===== config.mk =====
export PLATFORM = sky130hd
export DESIGN_NAME = motion_aux_command_decoder
export DESIGN_NICKNAME = d
export VERILOG_FILES = /design/src/motion_aux_pkg.sv /design/src/motion_aux_command_decoder.sv
export VERILOG_INCLUDE_DIRS = /design/src /design/src/src
export SDC_FILE = /design/constraint.sdc
export NUM_CORES = 1
export LEC_CHECK = 0
export BUFFER_PORTS_ARGS = -buffer_cell sky130_fd_sc_hd__buf_2
export CORE_MARGIN = 3
export CORE_UTILIZATION = 30
export DETAILED_ROUTE_END_ITERATION = 8
export HOLD_SLACK_MARGIN = 0.02
export PLACE_DENSITY = 0.53
export SLEW_MARGIN = 25
export SYNTH_ARGS = -nofsm -noshare
export SYNTH_HDL_FRONTEND = slang
export SYNTH_SLANG_ARGS = --single-unit

===== constraint.sdc =====
create_clock -name clk_sys -period 9 [get_ports clk_sys]
set_input_delay 0.9 -clock clk_sys [delete_from_list [all_inputs] [get_ports clk_sys]]
set_output_delay 0.9 -clock clk_sys [all_outputs]
set_load 0.05 [all_outputs]

===== src/motion_aux_cfg.svh =====
// constants for the auxiliary command decoder of the four-axis motion controller
// ---------------------------------------------------------------
// ---------------------------------------------------------------
`ifndef MOTION_AUX_CFG_SVH
`define MOTION_AUX_CFG_SVH

// ---------------------------------------------------------------
// register offsets
// ---------------------------------------------------------------
`define ADDR_CMD 4'h0
`define ADDR_MODE3 4'h1
`define ADDR_OTHER 4'h2
`define ADDR_HOME2 4'h3
`define ADDR_TLIMIT 4'h4
`define ADDR_STEP 4'h5
`define ADDR_DSPEED 4'h6
`define ADDR_SPLIT 4'h7
`define ADDR_MAIN 4'h8
`define ADDR_FAULT 4'h9
`define ADDR_PAGED 4'ha
`define ADDR_TCOUNT 4'hb
`define ADDR_CURSPD 4'hc

// ---------------------------------------------------------------
// reset values
// ---------------------------------------------------------------
`define SPLIT_CFG_RESET 16'h0101
`define DCC_IDLE_RESET 4'hf

// ---------------------------------------------------------------
// command codes and fields
// ---------------------------------------------------------------
`define CMD_INTERP 8'h6f
`define CMD_SPD_UP 8'h70
`define CMD_SPD_DN 8'h71
`define CMD_DEVCLR 8'h72
`define CMD_TSTART 8'h73
`define CMD_TSTOP 8'h74
`define CMD_SPSTART 8'h75
`define CMD_SPSTOP 8'h76
`define CMD_HOLD 8'h77
`define CMD_RELEASE 8'h78
`define CMD_FCLEAR 8'h79
`define CMD_PAGE0 8'h7a
`define CMD_PAGE1 8'h7b
`define OP_ENABLE 4'h8
`define OP_DISABLE 4'h9
`define OP_ACTIVATE 4'ha
`define BIT_TREPEAT 14
`define BIT_FTRIG_DIS 7
`define BIT_STEADY 5
`define BIT_SPLIT 6
`define BIT_PAGE 15

// ---------------------------------------------------------------
// timing
// ---------------------------------------------------------------
`define CLK_MHZ 20
`define ACCEPT_NS 125
`define ACCEPT_CYC ((`ACCEPT_NS * `CLK_MHZ + 999) / 1000)

`endif


===== src/motion_aux_pkg.sv =====
// types for the auxiliary command decoder
package motion_aux_pkg;
  // register port request
  typedef struct packed {
    logic [3:0] addr;
    logic [15:0] wdata;
    logic wr;
    logic rd;
  } bus_req_type;
  // per-axis drive condition inputs
  typedef struct packed {
    logic [3:0] driving;
    logic [3:0] scurve;
    logic [3:0] steady;
    logic [3:0] interp;
    logic [3:0] err_set;
    logic [3:0] finish_set;
  } axis_in_type;
  typedef enum logic [1:0] {
    split_idle = 2'b00,
    split_high = 2'b01,
    split_low = 2'b10
  } split_state_type;
endpackage

===== src/motion_aux_command_decoder.sv =====
// auxiliary command decoder: sync sets, speed step, timer, split, hold, fault clear
//
// The placing of the registers and the plain strobed port are this design's own decisions.
`timescale 1ns/1ps
`include "motion_aux_cfg.svh"

module motion_aux_command_decoder
  import motion_aux_pkg::*;
#(
  parameter int SPEED_W = 16, // drive speed width
  parameter int TIMER_W = 16  // timer width
) (
  input wire logic clk_sys,
  input wire logic srst,
  input wire bus_req_type bus_req,
  output logic [15:0] rdata,
  input wire axis_in_type axis_in,
  input wire logic [3:0] sync_trigger,
  input wire logic interp_event,
  output logic interp_irq_out_n,
  output logic interp_step,
  output logic [3:0] sync_fire,
  output logic [3:0] drive_go,
  output logic [3:0] deviation_clear_out,
  output logic [3:0] segment_pulse_out,
  output logic timer_up
);

  // ---------------------------------------------------------------
  // elaboration checks
  // ---------------------------------------------------------------
  // counters and read mux assume at most a 16-bit data word
  if (SPEED_W < 2 || SPEED_W > 16) begin : g_bad_spd
    $error("SPEED_W out of range");
  end
  if (TIMER_W < 2 || TIMER_W > 16) begin : g_bad_tmr
    $error("TIMER_W out of range");
  end

  // ---------------------------------------------------------------
  // decode
  // ---------------------------------------------------------------
  // one write of the command register both carries the axes and runs the code
  logic cmd_wr; // command register written
  logic [3:0] cmd_axes; // axis assignment, bits 11..8
  logic [7:0] cmd_code; // command code
  logic [3:0] sel; // set selection
  // the axis field is ignored by the set operations
  assign cmd_wr = bus_req.wr && bus_req.addr == `ADDR_CMD;
  assign cmd_axes = bus_req.wdata[11:8];
  assign cmd_code = bus_req.wdata[7:0];
  assign sel = bus_req.wdata[3:0];

  // true only in the cycle that writes the given code
  function automatic logic is_cmd(input logic [7:0] c);
    is_cmd = cmd_wr && cmd_code == c;
  endfunction

  // ---------------------------------------------------------------
  // settings written by software
  // ---------------------------------------------------------------
  logic [15:0] mode3_r; // axis_mode_reg_3 image
  logic [15:0] other_r; // other settings, bit 7 fault_trigger_disable
  logic [15:0] home2_r; // bit 0 level, bits 15..8 width
  logic [TIMER_W-1:0] timer_limit_r; // timer limit
  logic [SPEED_W-1:0] speed_step_value_r; // speed step
  logic [SPEED_W-1:0] drive_speed_setting_r; // stored drive speed
  logic [15:0] split_cfg_r; // bits 7..0 high width, 15..8 low width
  // settings read back as written, limit, step and speed cut to TIMER_W or SPEED_W bits
  // plain setting registers
  always_ff @(posedge clk_sys) begin
    if (srst) begin
      mode3_r <= 16'h0000;
      other_r <= 16'h0000;
      home2_r <= 16'h0000;
      timer_limit_r <= '0;
      speed_step_value_r <= '0;
      drive_speed_setting_r <= '0;
      split_cfg_r <= `SPLIT_CFG_RESET;
    end else if (bus_req.wr) begin
      // command and status offsets fall to the default arm
      unique case (bus_req.addr)
        `ADDR_MODE3: mode3_r <= bus_req.wdata;
        `ADDR_OTHER: other_r <= bus_req.wdata;
        `ADDR_HOME2: home2_r <= bus_req.wdata;
        `ADDR_TLIMIT: timer_limit_r <= bus_req.wdata[TIMER_W-1:0];
        `ADDR_STEP: speed_step_value_r <= bus_req.wdata[SPEED_W-1:0];
        `ADDR_DSPEED: drive_speed_setting_r <= bus_req.wdata[SPEED_W-1:0];
        `ADDR_SPLIT: split_cfg_r <= bus_req.wdata;
        default: ; // other addresses hold no setting
      endcase
    end
  end

  // ---------------------------------------------------------------
  // fault state
  // ---------------------------------------------------------------
  logic [3:0] axis_err_r; // per-axis error bits of main state
  logic [3:0] finish_r; // drive-finish bits
  // set wins over the clear command so no event is lost
  always_ff @(posedge clk_sys) begin
    if (srst) begin
      axis_err_r <= 4'h0;
      finish_r <= 4'h0;
    end else if (is_cmd(`CMD_FCLEAR)) begin
      axis_err_r <= axis_in.err_set;
      finish_r <= axis_in.finish_set;
    end else begin
      // bits stay set until software clears them
      axis_err_r <= axis_err_r | axis_in.err_set;
      finish_r <= finish_r | axis_in.finish_set;
    end
  end

  // ---------------------------------------------------------------
  // synchronous action sets
  // ---------------------------------------------------------------
  logic [3:0] sync_en_r; // enable flags, shown on page 1
  logic en_block; // enable refused while errors stand and fault_trigger_disable is set
  assign en_block = other_r[`BIT_FTRIG_DIS] && (|axis_err_r);
  // one write updates every selected set together; empty select is a no-op
  always_ff @(posedge clk_sys) begin
    if (srst) begin
      sync_en_r <= 4'h0;
    end else if (cmd_wr && cmd_code[7:4] == `OP_ENABLE && !en_block) begin
      // a refused enable leaves the flags as they were
      sync_en_r <= sync_en_r | sel;
    end else if (cmd_wr && cmd_code[7:4] == `OP_DISABLE) begin
      // disabling is never refused
      sync_en_r <= sync_en_r & ~sel;
    end
  end
  // activation from command or hardware factor, gated by enable
  always_ff @(posedge clk_sys) begin
    if (srst) begin
      sync_fire <= 4'h0;
    end else begin
      // a trigger on a disabled set is dropped, not kept for later
      sync_fire <= sync_en_r & (sync_trigger |
        ((cmd_wr && cmd_code[7:4] == `OP_ACTIVATE) ? sel : 4'h0));
    end
  end

  // ---------------------------------------------------------------
  // interpolation interrupt and single step
  // ---------------------------------------------------------------
  // a same-cycle event wins over the clear command; the interrupt stays asserted
  always_ff @(posedge clk_sys) begin
    if (srst) begin
      interp_irq_out_n <= 1'b1;
      interp_step <= 1'b0;
    end else begin
      // one step pulse per write; the host spaces the writes
      interp_step <= is_cmd(`CMD_INTERP);
      // a new event in the clear cycle keeps the interrupt asserted
      if (interp_event) begin
        interp_irq_out_n <= 1'b0;
      end else if (is_cmd(`CMD_INTERP)) begin
        interp_irq_out_n <= 1'b1;
      end
    end
  end

  // ---------------------------------------------------------------
  // speed step
  // ---------------------------------------------------------------
  logic [SPEED_W-1:0] cur_speed_r; // current drive speed
  logic spd_ok; // speed change allowed for addressed axes
  // at least one addressed axis must be driving
  assign spd_ok = !(|(cmd_axes & axis_in.interp)) &&
    !(|(cmd_axes & axis_in.scurve & ~axis_in.steady)) &&
    (|(cmd_axes & axis_in.driving));
  // the stored setting is only copied at idle, steps never touch it
  always_ff @(posedge clk_sys) begin
    if (srst) begin
      cur_speed_r <= '0;
    end else if (!(|axis_in.driving)) begin
      // with every axis idle the speed picks up the setting for the next drive
      cur_speed_r <= drive_speed_setting_r;
    end else if (is_cmd(`CMD_SPD_UP) && spd_ok) begin
      // no saturation: the host keeps the step within range
      cur_speed_r <= cur_speed_r + speed_step_value_r;
    end else if (is_cmd(`CMD_SPD_DN) && spd_ok) begin
      cur_speed_r <= cur_speed_r - speed_step_value_r;
    end
  end

  // ---------------------------------------------------------------
  // deviation clear pulse
  // ---------------------------------------------------------------
  logic [7:0] dcc_cnt_r; // remaining pulse width
  logic [3:0] dcc_axes_r; // axes being pulsed
  // a clear written during a running pulse is ignored
  always_ff @(posedge clk_sys) begin
    if (srst) begin
      dcc_cnt_r <= 8'h00;
      dcc_axes_r <= 4'h0;
    end else if (is_cmd(`CMD_DEVCLR) && dcc_cnt_r == 8'h00) begin
      // a zero width still gives a one-cycle pulse
      dcc_cnt_r <= (home2_r[15:8] == 8'h00) ? 8'h01 : home2_r[15:8];
      dcc_axes_r <= cmd_axes;
    end else if (dcc_cnt_r != 8'h00) begin
      dcc_cnt_r <= dcc_cnt_r - 8'h01;
    end
  end
  // active level comes from bit 0 of the home setting
  always_ff @(posedge clk_sys) begin
    if (srst) begin
      deviation_clear_out <= `DCC_IDLE_RESET; // inactive level while home setting is clear
    end else begin
      deviation_clear_out <= {4{~home2_r[0]}} ^
        ((dcc_cnt_r != 8'h00) ? dcc_axes_r : 4'h0);
    end
  end

  // ---------------------------------------------------------------
  // timer
  // ---------------------------------------------------------------
  logic [TIMER_W-1:0] timer_current_count_r; // count
  logic timer_run_r; // timer running
  logic t_hit; // count reached limit
  assign t_hit = timer_run_r && timer_current_count_r == timer_limit_r;
  // stop wins over start, start over expiry, in one cycle
  always_ff @(posedge clk_sys) begin
    if (srst) begin
      timer_current_count_r <= '0;
      timer_run_r <= 1'b0;
      timer_up <= 1'b0;
    end else begin
      timer_up <= t_hit;
      if (is_cmd(`CMD_TSTOP)) begin
        timer_run_r <= 1'b0;
        timer_current_count_r <= '0;
      end else if (is_cmd(`CMD_TSTART)) begin
        timer_run_r <= 1'b1;
        timer_current_count_r <= '0;
      end else if (t_hit) begin
        // a single shot halts here, a repeating one counts on
        timer_run_r <= mode3_r[`BIT_TREPEAT];
        timer_current_count_r <= '0;
      end else if (timer_run_r) begin
        timer_current_count_r <= timer_current_count_r + 1'b1;
      end
    end
  end

  // ---------------------------------------------------------------
  // split pulse
  // ---------------------------------------------------------------
  logic split_on_r; // split active status
  split_state_type sp_st_r; // pulse phase
  logic [7:0] sp_cnt_r; // phase counter
  logic [3:0] sp_axes_r; // axes emitting split pulses
  // start and stop only move the status bit and the axis set
  always_ff @(posedge clk_sys) begin
    if (srst) begin
      split_on_r <= 1'b0;
      sp_axes_r <= 4'h0;
    end else if (is_cmd(`CMD_SPSTART)) begin
      split_on_r <= 1'b1;
      sp_axes_r <= cmd_axes;
    end else if (is_cmd(`CMD_SPSTOP)) begin
      split_on_r <= 1'b0;
    end
  end
  // a high phase always runs to its full width even after a stop
  always_ff @(posedge clk_sys) begin
    if (srst) begin
      sp_st_r <= split_idle;
      sp_cnt_r <= 8'h00;
    end else begin
      unique case (sp_st_r)
        split_idle: begin
          // a pulse only starts while a chosen axis drives; a started one runs on
          if (split_on_r && |(sp_axes_r & axis_in.driving)) begin
            sp_st_r <= split_high;
            sp_cnt_r <= split_cfg_r[7:0];
          end
        end
        split_high: begin
          if (sp_cnt_r <= 8'h01) begin
            sp_st_r <= split_low;
            sp_cnt_r <= split_cfg_r[15:8];
          end else begin
            sp_cnt_r <= sp_cnt_r - 8'h01;
          end
        end
        split_low: begin
          // a stop cuts the low phase short
          if (!split_on_r) begin
            sp_st_r <= split_idle;
          end else if (sp_cnt_r <= 8'h01) begin
            sp_st_r <= split_idle;
          end else begin
            sp_cnt_r <= sp_cnt_r - 8'h01;
          end
        end
        default: sp_st_r <= split_idle;
      endcase
    end
  end
  always_ff @(posedge clk_sys) begin
    if (srst) begin
      segment_pulse_out <= 4'h0;
    end else begin
      // output lags the phase by one cycle
      segment_pulse_out <= (sp_st_r == split_high) ? sp_axes_r : 4'h0;
    end
  end

  // ---------------------------------------------------------------
  // drive start hold
  // ---------------------------------------------------------------
  logic [3:0] held_r; // axes in hold
  logic drive_cmd; // any drive command code
  assign drive_cmd = cmd_wr && (cmd_code[7:4] == 4'h5 || cmd_code[7:4] == 4'h6) &&
    cmd_code != `CMD_INTERP;
  // held axes swallow the drive start until the release
  always_ff @(posedge clk_sys) begin
    if (srst) begin
      held_r <= 4'h0;
      drive_go <= 4'h0;
    end else if (is_cmd(`CMD_HOLD)) begin
      held_r <= held_r | cmd_axes;
      drive_go <= 4'h0;
    end else if (is_cmd(`CMD_RELEASE)) begin
      held_r <= 4'h0;
      drive_go <= held_r;
    end else begin
      // axes not in hold start at once
      drive_go <= drive_cmd ? (cmd_axes & ~held_r) : 4'h0;
    end
  end

  // ---------------------------------------------------------------
  // paged state and read port
  // ---------------------------------------------------------------
  logic page_r; // selected page
  // reset shows page 0
  always_ff @(posedge clk_sys) begin
    if (srst) begin
      page_r <= 1'b0;
    end else if (is_cmd(`CMD_PAGE0)) begin
      page_r <= 1'b0;
    end else if (is_cmd(`CMD_PAGE1)) begin
      page_r <= 1'b1;
    end
  end
  // read data appear the cycle after the strobe, zero otherwise
  always_ff @(posedge clk_sys) begin
    if (srst || !bus_req.rd) begin
      rdata <= 16'h0000;
    end else begin
      unique case (bus_req.addr)
        `ADDR_MODE3: rdata <= mode3_r;
        `ADDR_OTHER: rdata <= other_r;
        `ADDR_HOME2: rdata <= home2_r;
        `ADDR_TLIMIT: rdata <= 16'(timer_limit_r);
        `ADDR_STEP: rdata <= 16'(speed_step_value_r);
        `ADDR_DSPEED: rdata <= 16'(drive_speed_setting_r);
        `ADDR_SPLIT: rdata <= split_cfg_r;
        // status words are built from live flags on each read
        `ADDR_MAIN: rdata <= {8'h00, axis_err_r, axis_in.driving};
        `ADDR_FAULT: rdata <= {8'h00, finish_r, axis_err_r};
        `ADDR_PAGED: rdata <= page_r ?
          {1'b1, 7'h00, 1'b0, split_on_r, |(axis_in.steady), 1'b0, sync_en_r} :
          {1'b0, 11'h000, held_r};
        `ADDR_TCOUNT: rdata <= 16'(timer_current_count_r);
        `ADDR_CURSPD: rdata <= 16'(cur_speed_r);
        default: rdata <= 16'h0000;
      endcase
    end
  end

endmodule // motion_aux_command_decoder


==> flow_summary_export.csv, run 1 <==
group,metric,value,unit
grt,grt_pass1_vias,10200,
synthesis,synth_edf_count,0,
die,die_w,198,um
cts,clk_latency,0.54,ns
pwr,vdd_ir_drop_max,0.120,mV
die,dieArea,39200,sq um
cells_and_area,final_util,0.354,
sta,clock_skew,0.0219,ns
synthesis,ys.flop_type,"dfxtp_1",
sta,worstMarginPinSlew,1.08,ns
grt,use_met3,0.0400,
cts,path_clk_slew,0.06,ns
sta,hold_viol_final,0,
die,initial_utilization,0.307,
route,drcViolationCount,0,
cts,numCtsBuffers,26,
route,first_iter_violations,1249,
route,drt-total-wl,43.5,mm
cells_and_area,final_common_cell,"nand2_1",
sta,rsz0062_at_grt,"false",
cells_and_area,num-nets-final,1512,
die,io_pins,88,
sta,period_share,0.502,
grt,busiest_layer,"met2",
placed_design,gp_congestion,0.935,
die,row_count,69,
cts,post_cts_resized,0,
sta,final_max_slew_viol_count,0,
cells_and_area,area.growth.synth_to_final,15.1,%
grt,grt.overflow.total,0,
cells_and_area,drive_gt1_frac,0.117,
synthesis,synth_area_per_cell,7.93,sq um
cts,cts_sinks,224,
route,via_count,10700,
route,dr.pass1.iters,7,
grt,grt_first_pass_wirelength,64.8,mm
placed_design,port_buffers,87,
grt,grt_util_met1,0.309,
grt,grt_max_degree,76,
sta,max_freq,221,MHz
critical_path,cp_max_fo,14,
pwr,leakagePower,4.60,nW
sta,max_slew_margin,0.273,
worst_hold_path,hp-class,"reg -> reg",
sta,setup_viol,0,
synthesis,syn_nets,1476,
grt,track_usage,0.217,
critical_path,arrival,4.97,ns
critical_path,worstPathRequired,9.45,ns
synthesis,ys_async_sr_fraction,0,
critical_path,startpoint_type,"input port",
die,chipHeight,198,um
pwr,powerDensity,186,nW/um^2
cells_and_area,final_cell_mix,"297 x nand2_1, 224 x dfxtp_1, 166 x a21oi_1",
synthesis,synth_seq_cells,224,
sta,setup_tns,0,ns
placed_design,hpwlAfterDp,30.6,mm
synthesis,synthCells,1396,
run_status,status,"completed",
synthesis,seq_area_frac_synth,0.405,
die,fp.coreArea,36000,sq um
sta,period_minus_slack,4.52,ns
route,ant_nets,0,
critical_path,cp-end-kind,"register",
route,avgRoutedWirePerCell,22.7,um
critical_path,path_class,"in -> reg",
route,vias_per_cell,5.57,
cts,cts.path.max_buffers,3,
cts,postCtsHoldBufs,0,
cts,cts_setup_buffers,0,
synthesis,yosys_warnings,0,
synthesis,yosys.cell_types.count,72,
job,drv_cap,0,
cts,cts_root_buffer,"clkbuf_16",
grt,antenna_found_initial,0,
cts,cts-htree-levels,1,
cts,cts_tree,"yes",
synthesis,syn-cell-area,11100,sq um
grt,grtUsageMet2,0.327,
## metal layers
metal  vias up  wire length (um)
met1      5056             19200
li1       4982                 -
met3       106              4200
met2       519             18200
met4         0              1820
met5         -                 0
## power by group
part | internal, mW | switching [mW]
registers | 1.02 | 0.0235
clock network | 0.622 | 0.438
logic | 0.0905 | 0.172
## state kept, by name (all words and copies together), names as in the netlist, 8 cells and up, named ones only
register	cells
rdata	16
speed_step_value_r	16
split_cfg_r	16
home2_r	16
mode3_r	16
sp_cnt_r	8
other_r	16
timer_limit_r	16
dcc_cnt_r	8
cur_speed_r	16
timer_current_count_r	16
drive_speed_setting_r	16
## synth_stat cells, types with 6 or more instances
cell	n	area [sq um]
a22oi_1	33	248
nand2_1	297	1110
nand3_1	12	60.1
nand2b_1	20	125
inv_1	22	82.6
a21oi_1	166	831
nand3b_1	13	97.6
ha_1	26	325
and2_1	11	68.8
a221oi_1	22	193
a21o_1	7	52.6
xor2_1	33	289
buf_2	6	30.0
dfxtp_1	224	4480
nor2_1	117	439
a211oi_1	6	45.0
xnor2_1	37	324
a31oi_1	24	150
nor3_1	26	130
clkbuf_1	85	319
o211ai_1	9	67.6
a22o_1	20	175
nand4_1	12	75.1
o21ai_0	35	175
mux2i_1	17	170
a222oi_1	8	80.1
nor4_1	6	37.5
nor2b_1	6	37.5
## stage by stage
step / total power, mW / hold slack (ns) / std cells / cell area (sq um) / setup slack, ns
6_report: 2.36 / 0.453 / 1913 / 12700 / 4.48
2_1_floorplan: 1.24 / 0.432 / 1396 / 11100 / 4.57
4_1_cts: 2.37 / 0.456 / 1912 / 12700 / 4.54
3_3_place_gp: 1.32 / 0.441 / 1865 / 11900 / 4.07
5_1_grt: 2.45 / 0.476 / 1912 / 12700 / 4.00
3_5_place_dp: 1.32 / 0.448 / 1865 / 11900 / 3.96
## layout make-up
type | count | area (sq um)
flip-flops and latches | 224 | 4480
clock inverters | 13 | 133
clock buffers | 34 | 721
multi-input cells | 1057 | 6180
well taps | 461 | 577
inverters | 22 | 82.6
repair buffers | 101 | 547
diodes | 1 | 2.50
fillers | 3796 | 23300
## cells by family after synthesis
group / after synthesis / share of synthesized area
AOI/OAI and AO/OA: 374 / 0.214
xor gates and xnor gates: 70 / 0.0554
adders and majority gates: 27 / 0.0312
buffers and inverters: 115 / 0.0397
DFF: 224 / 0.405
muxes: 22 / 0.0205
and+or+nand+nor: 564 / 0.234
## path summary, 6_finish.rpt
path | startpoint | to | slack (ns) | cells after the start
max | bus_req[12] | cur_speed_r[15] | 4.48 | 15
min reg2reg | mode3_r[4] | mode3_r[4] | 0.45 | 2
max reg2reg | speed_step_value_r[3] | cur_speed_r[15] | 5.26 | 10
min | mode3_r[4] | mode3_r[4] | 0.45 | 2
## critical path: stages
cell	delay (ns)
buf_2	0.28
a22oi_1	0.15
a211oi_1	0.26
nand4_1	0.38
nor4_2	0.34
buf_4	0.27
mux2_2	0.39
ha_1	0.30
a211oi_1	0.06
o21ai_0	0.46
nor2_1	0.10
a2111oi_0	0.54
o21a_1	0.24
xnor2_1	0.07
a211oi_1	0.21
Power figures use the tool's default switching activity.
==> run 2: changes to the inputs <==
==> constraint.sdc (replaced) <==
create_clock -name clk_sys -period 4.2 [get_ports clk_sys]
set_input_delay 0.42 -clock clk_sys [delete_from_list [all_inputs] [get_ports clk_sys]]
set_output_delay 0.42 -clock clk_sys [all_outputs]
set_load 0.05 [all_outputs]
==> run 2 against run 1 <==
  * Register-to-register slack worse by 4.6 ns
  * Cell count up 1.6%
  * Via count about the same
  * Largest cell class unchanged
  * Largest power group unchanged
==> flow_summary_export.csv, run 2 (synthesized netlist as in run 1, its figures left out) <==
group,metric,value,unit
run_status,status,"completed",
critical_path,path_class,"in -> reg",
cts,numCtsBuffers,25,
placed_design,detailed_place.area,12100,sq um
cells_and_area,drive_gt1_frac,0.136,
critical_path,startpoint_type,"input port",
cts,postCtsHoldBufs,0,
route,vias_per_cell,5.49,
cts,post_cts_resized,0,
sta,period_share,0.868,
cts,path_clk_slew,0.06,ns
route,wl_met2,17.9,mm
grt,grt.overflow.total,0,
cells_and_area,area.growth.synth_to_final,17.9,%
die,initial_utilization,0.307,
cells_and_area,diodes,0,
pwr,vdd_ir_drop_max,0.312,mV
sta,period_minus_slack,3.65,ns
grt,grt_first_pass_wirelength,63.2,mm
grt,track_usage,0.208,
cts,cts_root_buffer,"clkbuf_16",
critical_path,reg2reg_slack,0.66,ns
route,wl_met3,3.56,mm
cells_and_area,final_area,13000,sq um
cts,cts_tree,"yes",
cts,cts-htree-levels,1,
cells_and_area,num-nets-final,1545,
critical_path,r2r-start,"speed_step_value_r[2]",
sta,hold_viol_final,0,
route,via_count,10700,
critical_path,worstRegToRegCells,13,
grt,antenna_found_initial,0,
route,routedLengthMet1,18.6,mm
placed_design,hpwlAfterDp,30.0,mm
pwr,leakagePower,4.80,nW
sta,rsz0062_at_grt,"false",
die,io_pins,88,
cts,cts.path.max_buffers,3,
critical_path,setup.worst_path.start,"bus_req[10]",
sta,clock_skew,0.0162,ns
placed_design,gp_congestion,0.903,
die,fp.coreArea,36000,sq um
worst_hold_path,hp-class,"in -> reg",
critical_path,crit_path_end,"cur_speed_r[14]",
cells_and_area,final_cell_mix,"297 x nand2_1, 224 x dfxtp_1, 166 x a21oi_1",
cts,clk_latency,0.54,ns
grt,grt_max_degree,101,
critical_path,arrival,4.10,ns
route,ant_nets,0,
sta,max_freq,274,MHz
cells_and_area,fillers,3682,
cells_and_area,final_common_cell,"nand2_1",
route,first_iter_violations,1304,
route,dr.pass1.iters,6,
sta,setup_viol,0,
sta,worstMarginPinSlew,1.02,ns
cts,cts_sinks,224,
job,drv_cap,0,
route,top_layer,"met4",
cts,cts_setup_buffers,0,
pwr,powerDensity,407,nW/um^2
grt,grt_pass1_vias,10300,
critical_path,cp_max_fo,14,
route,avgRoutedWirePerCell,21.4,um
critical_path,cp-end-kind,"register",
die,chipHeight,198,um
critical_path,r2r_end,"cur_speed_r[15]",
sta,max_slew_margin,0.315,
critical_path,worstPathRequired,4.66,ns
route,drcViolationCount,0,
sta,final_max_slew_viol_count,0,
die,dieArea,39200,sq um
die,row_count,69,
cells_and_area,final_util,0.362,
placed_design,port_buffers,87,
sta,setup_tns,0,ns
die,die_w,198,um
route,drt-total-wl,41.6,mm
run 2: cell count changes in the layout (fill, tap and decap cells not counted), sizes merged:
| cell | previous run | this run |
|---|---|---|
| buf | 101 | 135 |
| bufinv | 2 | 6 |
| clkbuf | 34 | 33 |
| clkinv | 10 | 4 |
| diode | 1 | 0 |
| inv | 22 | 23 |
run 2: stage by stage:
stage	setup WS [ns]	instances	power (mW)	hold WS, ns
after floorplan	0.246	1396	2.65	0.432
after global placement	0.0782	1899	2.84	0.442
after detailed placement	0.0542	1899	2.85	0.446
after CTS	0.587	1944	5.33	0.0556
after global routing	0.234	1944	5.47	0.0706
final	0.555	1944	5.30	0.0738
run 2: worst max-delay path, stage by stage:
cell	delay, ns
buf_2	0.15
a22o_1	0.22
a211oi_1	0.22
nand4_1	0.26
nor4_2	0.28
buf_4	0.26
nor2_1	0.07
xor2_1	0.15
ha_1	0.32
buf_4	0.13
a21oi_1	0.08
o211a_1	0.28
o31ai_1	0.60
o221ai_1	0.26
xnor2_1	0.18
nand2_1	0.06
a21oi_1	0.15
run 2: power breakdown:
part | internal, mW | switching [mW] | total [mW]
clock | 1.56 | 0.932 | 2.50
combinational | 0.214 | 0.367 | 0.581
sequential | 2.18 | 0.0499 | 2.23
total | 3.96 | 1.35 | 5.30
run 2: layout make-up:
cell class / count / area, sq um / share of cell area
clock inverter: 12 / 216 / 0.0166
tap: 461 / 577 / 0.0442
inverter: 22 / 82.6 / 0.00633
multi-input combinational: 1057 / 6170 / 0.473
sequential: 224 / 4480 / 0.344
clock buffer: 33 / 716 / 0.0548
timing repair buffer: 135 / 802 / 0.0615
run 2: worst min path at each step:
stage | cells after the start | endpoint | startpoint
global route | 2 | interp_irq_out_n | interp_event
floorplan | 2 | other_r[3] | other_r[3]
detailed placement | 2 | mode3_r[5] | mode3_r[5]
CTS | 2 | interp_irq_out_n | interp_event
global placement | 2 | other_r[0] | other_r[0]
finish | 2 | interp_irq_out_n | interp_event
run 2: routing by layer:
| layer | global-route usage | vias up |
|---|---|---|
| met1 | 0.286 | 5128 |
| met5 | 0 | - |
| met4 | 0.0752 | 0 |
| met3 | 0.0519 | 83 |
| met2 | 0.316 | 411 |
| li1 | - | 5050 |
==> run 3: changes to the inputs <==
--- a/config.mk
+++ b/config.mk
@@ -7,7 +7,7 @@
 export NUM_CORES = 1
 export LEC_CHECK = 0
 export BUFFER_PORTS_ARGS = -buffer_cell sky130_fd_sc_hd__buf_2
-export CORE_MARGIN = 3
+export CORE_MARGIN = 2
 export CORE_UTILIZATION = 30
 export DETAILED_ROUTE_END_ITERATION = 8
 export HOLD_SLACK_MARGIN = 0.02
==> run 3 against run 2 <==
  * Non-clock buffer count decreased by 6
  * Global-route usage rose by 0.22 points
  * Core utilization decreased by 0.48 points
  * Highest routed layer is now met5
  * Sequential share of layout area hardly changed
  * Die area fell by 2.0%
  * Combinational power shrank 2%
  * Clock-buffer cell count grew 1
  * Cell count is 0.36% higher
  * Design area is 0.13% lower
  * First-iteration DRC count fell by 13%
==> flow_summary_export.csv, run 3 (synthesized netlist as in run 1, its figures left out) <==
group,metric,value,unit
run_status,status,"completed",
critical_path,cp_num_buf_inv,3,
sta,whs,0.0617,ns
cts,cts_root_buffer,"clkbuf_16",
grt,grt_pass1_vias,9853,
critical_path,path_cells,"buf_2 > a22o_1 > a211oi_1 > nand4_1 > nor4_2 > buf_4 > mux2_2 > ha_1 > a211oi_1 > o21ai_0 > nor2_1 > a2111oi_0 > buf_4 > o21a_1 > xnor2_1 > a211oi_1",
route,ant_nets,0,
critical_path,max_stage_delay,0.49,ns
pwr,leakagePower,4.76,nW
cts,cts_setup_buffers,0,
cts,path_clk_slew,0.06,ns
route,drt-total-wl,41.2,mm
cts,cts_tree,"yes",
critical_path,path_class,"in -> reg",
route,first_iter_violations,1135,
cells_and_area,drive_gt1_frac,0.133,
cells_and_area,final_common_cell,"nand2_1",
placed_design,detailed_place.area,12100,sq um
sta,hold_viol_final,0,
sta,setup_viol,0,
cells_and_area,instances_no_fill,1951,
grt,grt_first_pass_wirelength,62.0,mm
die,die_w,196,um
pwr,powerDensity,406,nW/um^2
die,chipHeight,196,um
cts,cts_sinks,224,
cells_and_area,area.growth.synth_to_final,17.8,%
sta,final_max_slew_viol_count,0,
die,initial_utilization,0.304,
cells_and_area,final_area,13000,sq um
cts,post_cts_resized,0,
sta,setup_ws,0.596,ns
critical_path,cp_max_fo,14,
placed_design,dp.cells,1900,
critical_path,crit_path_frequent_cell,"a211oi_1",
job,drv_cap,0,
cts,numCtsBuffers,27,
sta,max_freq,277,MHz
cells_and_area,final_util,0.358,
placed_design,pre_cts_slack,0.0849,ns
grt,track_usage,0.210,
route,avgRoutedWirePerCell,21.1,um
critical_path,cp_top_family,"compound AO/OA/AOI/OAI gates",
sta,rsz0062_at_grt,"false",
critical_path,cp-end-kind,"register",
route,via_count,10600,
cells_and_area,final_cell_mix,"297 x nand2_1, 224 x dfxtp_1, 166 x a21oi_1",
cts,cts.path.max_buffers,3,
sta,max_slew_margin,0.312,
placed_design,port_buffers,87,
placed_design,hpwlAfterDp,29.4,mm
sta,period_share,0.858,
sta,worstMarginPinSlew,1.02,ns
critical_path,reg2reg_slack,0.80,ns
die,fp.coreArea,36400,sq um
grt,antenna_found_initial,1,
cells_and_area,num-nets-final,1541,
critical_path,worstPathRequired,4.66,ns
critical_path,crit_slowest_cell,"a2111oi_0",
route,dr.pass1.iters,5,
die,io_pins,88,
critical_path,startpoint_type,"input port",
sta,period_minus_slack,3.60,ns
sta,setup_tns,0,ns
route,drcViolationCount,0,
cts,cts-htree-levels,1,
critical_path,arrival,4.07,ns
grt,grt_max_degree,178,
cts,clk_latency,0.55,ns
pwr,power,5.29,mW
cells_and_area,fillers,3855,
die,row_count,70,
sta,clock_skew,0.00848,ns
die,dieArea,38400,sq um
route,vias_per_cell,5.46,
worst_hold_path,hp-class,"in -> reg",
cts,postCtsHoldBufs,0,
placed_design,gp_congestion,0.901,
pwr,vdd_ir_drop_max,0.298,mV
grt,grt.overflow.total,0,
## run 3: changes by cell type in the layout (fill, tap and decap cells not counted), sizes merged
cell      change
clkinv        +3
diode         +1
clkinvlp      +2
buf           -6
bufinv        -1
clkbuf        +1
## run 3: final cells by class
class,count,area (sq um),area share
Timing Repair Buffer,129,766,0.0588
Clock buffer,34,712,0.0546
Multi-Input combinational cell,1057,6170,0.474
Sequential cell,224,4480,0.344
Clock inverter,16,228,0.0175
Inverter,22,82.6,0.00634
Tap cell,468,586,0.0449
Antenna cell,1,2.50,0.000192
## run 3: worst register-to-register path, delay by kind of cell, from the launching register on
family	cells	cell delay (ns)
AO/OA/AOI/OAI	3	0.84
buffers and inverters	1	0.19
AND/OR/NAND/NOR	7	1.24
flip-flops	1	0.42
adder cells (fa/ha/maj)	1	0.37
XOR/XNOR	2	0.27
## run 3: power by group
| group | internal [mW] | switching [mW] |
|---|---|---|
| sequential | 2.18 | 0.0476 |
| combinational | 0.209 | 0.363 |
| clock | 1.51 | 0.973 |
## run 3: worst paths after layout
check	depth (start not counted)	start	endpoint
worst min-delay path	2	interp_event	interp_irq_out_n
worst max-delay path	16	bus_req[10]	cur_speed_r[15]
worst max register to register	14	speed_step_value_r[2]	cur_speed_r[15]
worst min register to register	2	other_r[3]	other_r[3]
## run 3: metal layers
layer / track usage / wire, um / part of all wire
met1: 0.297 / 18800 / 0.46
met2: 0.330 / 18100 / 0.44
met3: 0.0301 / 2780 / 0.067
met4: 0.0634 / 1420 / 0.034
met5: 0 / 12 / 0.00029
